### src/dlgc_defines.svh
// Register offsets, field positions and reset values of the demodulator loop gain registers.
`ifndef DLGC_DEFINES_SVH
`define DLGC_DEFINES_SVH

// ==========================================================================
// Register offsets
`define DLGC_FREQ_OFFSET_COMP_CFG_ADDR 6'h19
`define DLGC_BIT_SYNC_CFG_ADDR 6'h1A

// ==========================================================================
// Frequency offset configuration fields
`define DLGC_FOC_GATE_BIT 5
`define DLGC_FOC_PRE_HI 4
`define DLGC_FOC_PRE_LO 3
`define DLGC_FOC_POST_BIT 2
`define DLGC_FOC_LIM_HI 1
`define DLGC_FOC_LIM_LO 0
`define DLGC_FOC_WR_MASK 8'h3F
`define DLGC_FOC_RESET 8'h36

// ==========================================================================
// Bit synchronisation configuration fields
`define DLGC_BS_KI_HI 7
`define DLGC_BS_KI_LO 6
`define DLGC_BS_KP_HI 5
`define DLGC_BS_KP_LO 4
`define DLGC_CLK_INTEGRAL_GAIN_POST_SYNC_BIT 3
`define DLGC_CLK_PROP_GAIN_POST_SYNC_BIT 2
`define DLGC_BS_LIM_HI 1
`define DLGC_BS_LIM_LO 0
`define DLGC_BS_RESET 8'h6C

// ==========================================================================
// Reset values of the registered loop controls
`define DLGC_FREQ_GAIN_RESET 4'h6
`define DLGC_KI_GAIN_RESET 4'h4
`define DLGC_KP_GAIN_RESET 4'h6
`define DLGC_FOC_LIM_RESET 2'h2
`define DLGC_BS_LIM_RESET 2'h0

`endif

### src/dlgc_pkg.sv
// Types shared by the demodulator loop gain configuration block.
package dlgc_pkg;

    // Gain applied by a loop, in half steps of its base gain K (1 = K/2, 2 = K, ... 8 = 4K).
    typedef logic [3:0] dlgc_gain_t;

    // Saturation code kept as a two-bit selector.
    typedef logic [1:0] dlgc_sel_t;

    // Phase of the current reception.
    typedef enum logic [1:0] {
        DLGC_IDLE,
        DLGC_WAIT_CS,
        DLGC_PRE_SYNC,
        DLGC_POST_SYNC
    } dlgc_phase_e;

endpackage : dlgc_pkg

### src/dlgc_gain_sel.sv
// Gain selector: picks the pre-sync or post-sync gain of one loop.
`timescale 1ns/1ps

module dlgc_gain_sel
    import dlgc_pkg::*;
(
    input wire logic [1:0] pre_code,
    input wire logic post_bit,
    input wire logic post_halves,
    input wire logic after_sync,
    output dlgc_gain_t gain
);

    // Pre-sync code n selects (n+1)K, expressed here in half steps.
    function automatic dlgc_gain_t pre_gain(input logic [1:0] code);
        // Widen before adding so that code 3 reaches 8 instead of wrapping to 0.
        pre_gain = dlgc_gain_t'({code, 1'b0}) + 4'h2;
    endfunction : pre_gain

    always_comb begin
        if (after_sync && post_bit) begin
            // A set post-sync bit either halves the base gain or keeps the base gain.
            gain = post_halves ? 4'h1 : 4'h2;
        end else begin
            gain = pre_gain(pre_code);
        end
    end

endmodule : dlgc_gain_sel

### src/dlgc_loop_cfg.sv
// Register bank steering the demodulator frequency and clock recovery loops.
`timescale 1ns/1ps
`include "dlgc_defines.svh"

// Function
// - Gate bit set freezes both loops until carrier sense goes high.
// - Pre-sync frequency gain is (code+1)K from bits 4:3, reset 10.
// - Post-sync frequency gain: bit 2 clear keeps pre gain, set gives K/2.
// - Frequency saturation bits 1:0: zero, BW/8, BW/4, BW/2.
// - Pre-sync clock integral gain is (code+1)KI from bits 7:6, reset 01.
// - Pre-sync clock proportional gain is (code+1)KP from bits 5:4, reset 10.
// - Post-sync integral gain: bit 3 clear keeps pre gain, set gives KI/2.
// - Post-sync proportional gain: bit 2 clear keeps pre gain, set gives KP.
// - Rate saturation bits 1:0: none, 3.125, 6.25, 12.5 percent.
// - Frequency register bits 7:6 read zero and ignore writes.
module dlgc_loop_cfg
    import dlgc_pkg::*;
(
    input wire logic clk_sys,
    input wire logic srst,
    input wire logic reg_wr_en,
    input wire logic reg_rd_en,
    input wire logic [5:0] reg_addr,
    input wire logic [7:0] reg_wr_data,
    output logic [7:0] reg_rd_data,
    input wire logic rx_active,
    input wire logic carrier_sense,
    input wire logic sync_detected,
    output logic freq_loop_freeze,
    output logic clk_loop_freeze,
    output dlgc_gain_t freq_loop_gain,
    output dlgc_gain_t clk_integral_gain,
    output dlgc_gain_t clk_prop_gain,
    output dlgc_sel_t freq_offset_saturation,
    output dlgc_sel_t rate_offset_saturation
);

    // ======================================================================
    // Registers
    logic [7:0] freq_offset_comp_cfg_q;
    logic [7:0] bit_sync_cfg_q;
    dlgc_phase_e phase_q;
    dlgc_phase_e phase_d;
    logic after_sync;
    logic freeze;
    dlgc_gain_t freq_gain_c;
    dlgc_gain_t ki_gain_c;
    dlgc_gain_t kp_gain_c;

    always_ff @(posedge clk_sys) begin
        if (srst) begin
            freq_offset_comp_cfg_q <= `DLGC_FOC_RESET;
        end else if (reg_wr_en && reg_addr == `DLGC_FREQ_OFFSET_COMP_CFG_ADDR) begin
            freq_offset_comp_cfg_q <= reg_wr_data & `DLGC_FOC_WR_MASK;
        end
    end

    always_ff @(posedge clk_sys) begin
        if (srst) begin
            bit_sync_cfg_q <= `DLGC_BS_RESET;
        end else if (reg_wr_en && reg_addr == `DLGC_BIT_SYNC_CFG_ADDR) begin
            bit_sync_cfg_q <= reg_wr_data;
        end
    end

    // Reads of any other address return zero.
    always_ff @(posedge clk_sys) begin
        if (srst) begin
            reg_rd_data <= 8'h00;
        end else if (reg_rd_en) begin
            unique case (reg_addr)
                `DLGC_FREQ_OFFSET_COMP_CFG_ADDR: reg_rd_data <= freq_offset_comp_cfg_q;
                `DLGC_BIT_SYNC_CFG_ADDR: reg_rd_data <= bit_sync_cfg_q;
                default: reg_rd_data <= 8'h00;
            endcase
        end
    end

    // ======================================================================
    // Reception phase
    // The control inputs come from demodulator logic on this clock, so no
    // synchroniser is placed on them.
    always_comb begin
        phase_d = phase_q;
        unique case (phase_q)
            DLGC_IDLE: begin
                if (rx_active) begin
                    phase_d = (freq_offset_comp_cfg_q[`DLGC_FOC_GATE_BIT] && !carrier_sense)
                        ? DLGC_WAIT_CS : DLGC_PRE_SYNC;
                end
            end
            DLGC_WAIT_CS: begin
                if (carrier_sense) begin
                    phase_d = DLGC_PRE_SYNC;
                end
            end
            DLGC_PRE_SYNC: begin
                if (sync_detected) begin
                    phase_d = DLGC_POST_SYNC;
                end
            end
            DLGC_POST_SYNC: begin
                phase_d = DLGC_POST_SYNC;
            end
        endcase
        if (!rx_active) begin
            phase_d = DLGC_IDLE;
        end
    end

    always_ff @(posedge clk_sys) begin
        if (srst) begin
            phase_q <= DLGC_IDLE;
        end else begin
            phase_q <= phase_d;
        end
    end

    assign after_sync = (phase_d == DLGC_POST_SYNC);
    assign freeze = (phase_d == DLGC_WAIT_CS);

    // ======================================================================
    // Gain selection
    dlgc_gain_sel u_freq_gain (
        .pre_code(freq_offset_comp_cfg_q[`DLGC_FOC_PRE_HI:`DLGC_FOC_PRE_LO]),
        .post_bit(freq_offset_comp_cfg_q[`DLGC_FOC_POST_BIT]),
        .post_halves(1'b1),
        .after_sync(after_sync),
        .gain(freq_gain_c)
    );

    dlgc_gain_sel u_ki_gain (
        .pre_code(bit_sync_cfg_q[`DLGC_BS_KI_HI:`DLGC_BS_KI_LO]),
        .post_bit(bit_sync_cfg_q[`DLGC_CLK_INTEGRAL_GAIN_POST_SYNC_BIT]),
        .post_halves(1'b1),
        .after_sync(after_sync),
        .gain(ki_gain_c)
    );

    // A set post-sync proportional bit drops to the base gain KP, not half.
    dlgc_gain_sel u_kp_gain (
        .pre_code(bit_sync_cfg_q[`DLGC_BS_KP_HI:`DLGC_BS_KP_LO]),
        .post_bit(bit_sync_cfg_q[`DLGC_CLK_PROP_GAIN_POST_SYNC_BIT]),
        .post_halves(1'b0),
        .after_sync(after_sync),
        .gain(kp_gain_c)
    );

    // ======================================================================
    // Registered loop controls
    always_ff @(posedge clk_sys) begin
        if (srst) begin
            freq_loop_freeze <= 1'b0;
            clk_loop_freeze <= 1'b0;
        end else begin
            freq_loop_freeze <= freeze;
            clk_loop_freeze <= freeze;
        end
    end

    always_ff @(posedge clk_sys) begin
        if (srst) begin
            freq_loop_gain <= `DLGC_FREQ_GAIN_RESET;
            clk_integral_gain <= `DLGC_KI_GAIN_RESET;
            clk_prop_gain <= `DLGC_KP_GAIN_RESET;
        end else begin
            freq_loop_gain <= freq_gain_c;
            clk_integral_gain <= ki_gain_c;
            clk_prop_gain <= kp_gain_c;
        end
    end

    // Saturation codes pass unchanged; an on-off keying user must write zero here.
    always_ff @(posedge clk_sys) begin
        if (srst) begin
            freq_offset_saturation <= `DLGC_FOC_LIM_RESET;
            rate_offset_saturation <= `DLGC_BS_LIM_RESET;
        end else begin
            freq_offset_saturation <=
                freq_offset_comp_cfg_q[`DLGC_FOC_LIM_HI:`DLGC_FOC_LIM_LO];
            rate_offset_saturation <= bit_sync_cfg_q[`DLGC_BS_LIM_HI:`DLGC_BS_LIM_LO];
        end
    end

endmodule : dlgc_loop_cfg

### config.mk
export PLATFORM = sky130hd
export DESIGN_NAME = dlgc_loop_cfg
export DESIGN_NICKNAME = d
export VERILOG_FILES = /design/src/dlgc_pkg.sv /design/src/dlgc_gain_sel.sv /design/src/dlgc_loop_cfg.sv
export VERILOG_INCLUDE_DIRS = /design/src
export SDC_FILE = /design/constraint.sdc
export NUM_CORES = 1
export LEC_CHECK = 0
export BUFFER_PORTS_ARGS = -buffer_cell sky130_fd_sc_hd__buf_4
export CAP_MARGIN = 20
export CELL_PAD_IN_SITES_DETAIL_PLACEMENT = 0
export CELL_PAD_IN_SITES_GLOBAL_PLACEMENT = 1
export CORE_ASPECT_RATIO = 0.7
export CORE_MARGIN = 2
export CORE_UTILIZATION = 38
export DETAILED_ROUTE_END_ITERATION = 6
export GPL_ROUTABILITY_DRIVEN = 0
export PLACE_DENSITY = 0.81
export SLEW_MARGIN = 30
export SYNTH_ARGS = -nofsm -noshare
export SYNTH_HDL_FRONTEND = slang
export SYNTH_HIERARCHICAL = 1
export SYNTH_SLANG_ARGS = --single-unit
### constraint.sdc
create_clock -name clk_sys -period 1.62 [get_ports clk_sys]
set_input_delay 0.324 -clock clk_sys [delete_from_list [all_inputs] [get_ports clk_sys]]
set_output_delay 0.324 -clock clk_sys [all_outputs]
set_load 0.005 [all_outputs]
==> results.yml <==
finish:
  fin_cells: 276
  drive_above_1_share_pct: 34.4
  finalNetCount: 244
  final_common_cell: "buf_4"
  n_antenna_cell: 0
  most-common-layout-cells: "buf_4, dfxtp_1, nor2_1"
  area_delta_synth_final_pct: 27.5
critical_path:
  crit_arrival_ns: 1.57
  worstRegToRegCells: 4
  cp-end-kind: "register"
  start_kind: "register"
  r2r-start: "phase_q[1]"
  r2r_end: "clk_prop_gain[2]"
  rrSetupSlack_ns: 0.24
  crit_fanout: 6
  worstSetupPathType: "register to register"
  worst-endpoint-required_ns: 1.81
routing:
  drt_first_pass_iters: 4
  wire_per_inst_microns: 13.0
  wl_met3_microns: 289
  top_layer: "met4"
  drtAntennaViolNets: 0
  vias: 1324
  m1WireLength_microns: 1770
  drt_first_iter_violations: 44
  viasPerCell: 4.80
  drc: 0
  wl_microns: 3580
  route.met2.wl_microns: 1490
cts:
  insertion_delay_ns: 0.30
  clockBufferDepth: 2
  clk_pin_slew_ns: 0.08
  cts_tree: "built"
  numCtsBuffers: 5
  cts_resized: 0
  clock-sinks: 41
  cts-root-buf: "clkbuf_8"
  cts_setup_buffers: 0
  h-tree-depth: 2
  cts-hold-fix-buffers: 0
global_route:
  grt_max_degree: 42
  grt_pass1_vias: 1182
  grt_first_pass_wirelength_microns: 5670
  grt_usage_pct: 14.9
  grt_overflow: 0
  antenna_found_initial: 0
power_and_ir_drop:
  total_power_mw: 1.92
  p_seq_share_pct: 53.9
  total_leakage_power_nw: 0.894
  p_per_area_nw_per_um2: 878
  combPwrFrac_pct: 7.8
  p_int_mw: 1.49
  p_clk_share_pct: 38.3
  irDropWorstVdd_v: 0.000438
  power.share.switching_pct: 22.4
  p_switching_mw: 0.430
placed_design:
  place_ws_ns: 0.0974
  hpwl_microns: 2660
  portBuffers: 46
  place_inst: 268
yosys:
  ys_types: 35
  synth-seq-cells: 41
  avgSynthCellArea_sq_um: 9.90
  seq_area_frac_synth_pct: 47.9
  async_flop_share_pct: 0
  netlist_instances: 173
  synth-main-ff-cell: "dfxtp_1"
  synth_area_sq_um: 1710
  synth-edff-count: 0
  yosysWarnings: 6
floorplanning:
  die_w_microns: 84.2
  fp-row-count: 20
  core_area_sq_um: 4330
  fp.dieH_microns: 60.2
  top_level_ports: 47
  start_util_pct: 39.6
  dieArea_sq_um: 5070
timing:
  period_minus_slack_ns: 1.38
  timing.final.ws_setup_ns: 0.239
  setup_tns_ns: 0
  finClkSkew_ns: 0.00527
  max_freq_ghz: 0.724
  rsz0062_at_grt: "false"
  finalHoldViolations: 0
  holdWs_ns: 0.193
  slew_violations: 0
  setup_viol: 0
  final.period_utilization_pct: 85.2
hold_path:
  hp-class: "input port to register"
  min_to: "clk_loop_freeze"
  whs_path_depth: 2
  worstHoldStart: "carrier_sense"
job:
  cap_violations: 0
status:
  outcome: "finished, final reports clean"
-- cell families after synthesis --
logic type	synth area share [%]
and+or+nand+nor	29.8
DFF	47.9
AOI/OAI and AO/OA	9.42
buffers and inverters	4.97
muxes	5.26
adders and majority gates	2.19
other	0.438
-- stage by stage --
step,area [sq um],utilization (%)
after detailed placement,2080,48.1
after global routing,2180,50.5
after CTS,2180,50.5
final,2180,50.5
after floorplan,1720,-
after global placement,2080,48.1
-- cells in the mapped netlist, drive strengths merged, types with 6 or more instances --
master   n  area [sq um]
nor2b   15          93.8
buf      7          66.3
nand3   14          70.1
nor2    16          60.1
or2      6          37.5
dfxtp   41           821
mux2i    6          60.1
nand2b   7          43.8
a311oi   6          52.6
a21oi    7          46.3
and2     6          37.5
and3     8          70.1
-- area by class of cell --
cell class,instances,area (sq um)
Fill cell,412,2140
Sequential cell,41,821
Multi-Input combinational cell,121,811
Timing Repair Buffer,51,383
Clock buffer,7,96.3
Tap cell,55,68.8
Clock inverter,1,5.00
-- state kept, by name (all words and copies together) (netlist names) --
name	count
reg_rd_data	8
freq_offset_saturation	2
clk_loop_freeze	1
freq_loop_gain	4
freq_offset_comp_cfg_q	6
bit_sync_cfg_q	8
phase_q	2
rate_offset_saturation	2
clk_integral_gain	4
clk_prop_gain	4
-- power by group through the flow --
stage          logic (mW)  registers, mW  clock network [mW]
6_report            0.150           1.03               0.734
3_3_place_gp        0.151           1.06                   0
5_1_grt             0.168           1.04               0.805
3_5_place_dp        0.152           1.06                   0
2_1_floorplan      0.0768           1.06                   0
4_1_cts             0.152           1.03               0.756
-- worst max-delay path by stage --
stage                            from                 to  slack [ns]
after floorplan           reg_addr[5]  bit_sync_cfg_q[0]        0.24
after global placement    reg_addr[5]  bit_sync_cfg_q[7]        0.14
final                      phase_q[1]   clk_prop_gain[2]        0.24
after CTS                  phase_q[1]  freq_loop_gain[2]        0.22
after detailed placement  reg_addr[5]  bit_sync_cfg_q[2]         0.1
after global routing       phase_q[1]  freq_loop_gain[2]        0.12
-- worst max-delay path: stages (launching register included) --
cell and delay (ns):
dfxtp_1 0.42, o211a_1 0.29, nand2_1 0.13, and2_1 0.17
or2_2 0.26
-- layer usage --
metal	vias up	track usage, %
met2	44	22.1
li1	686	-
met1	590	20.1
met3	4	6.22
met4	0	3.46
met5	-	0
Power figures use the tool's default switching activity.
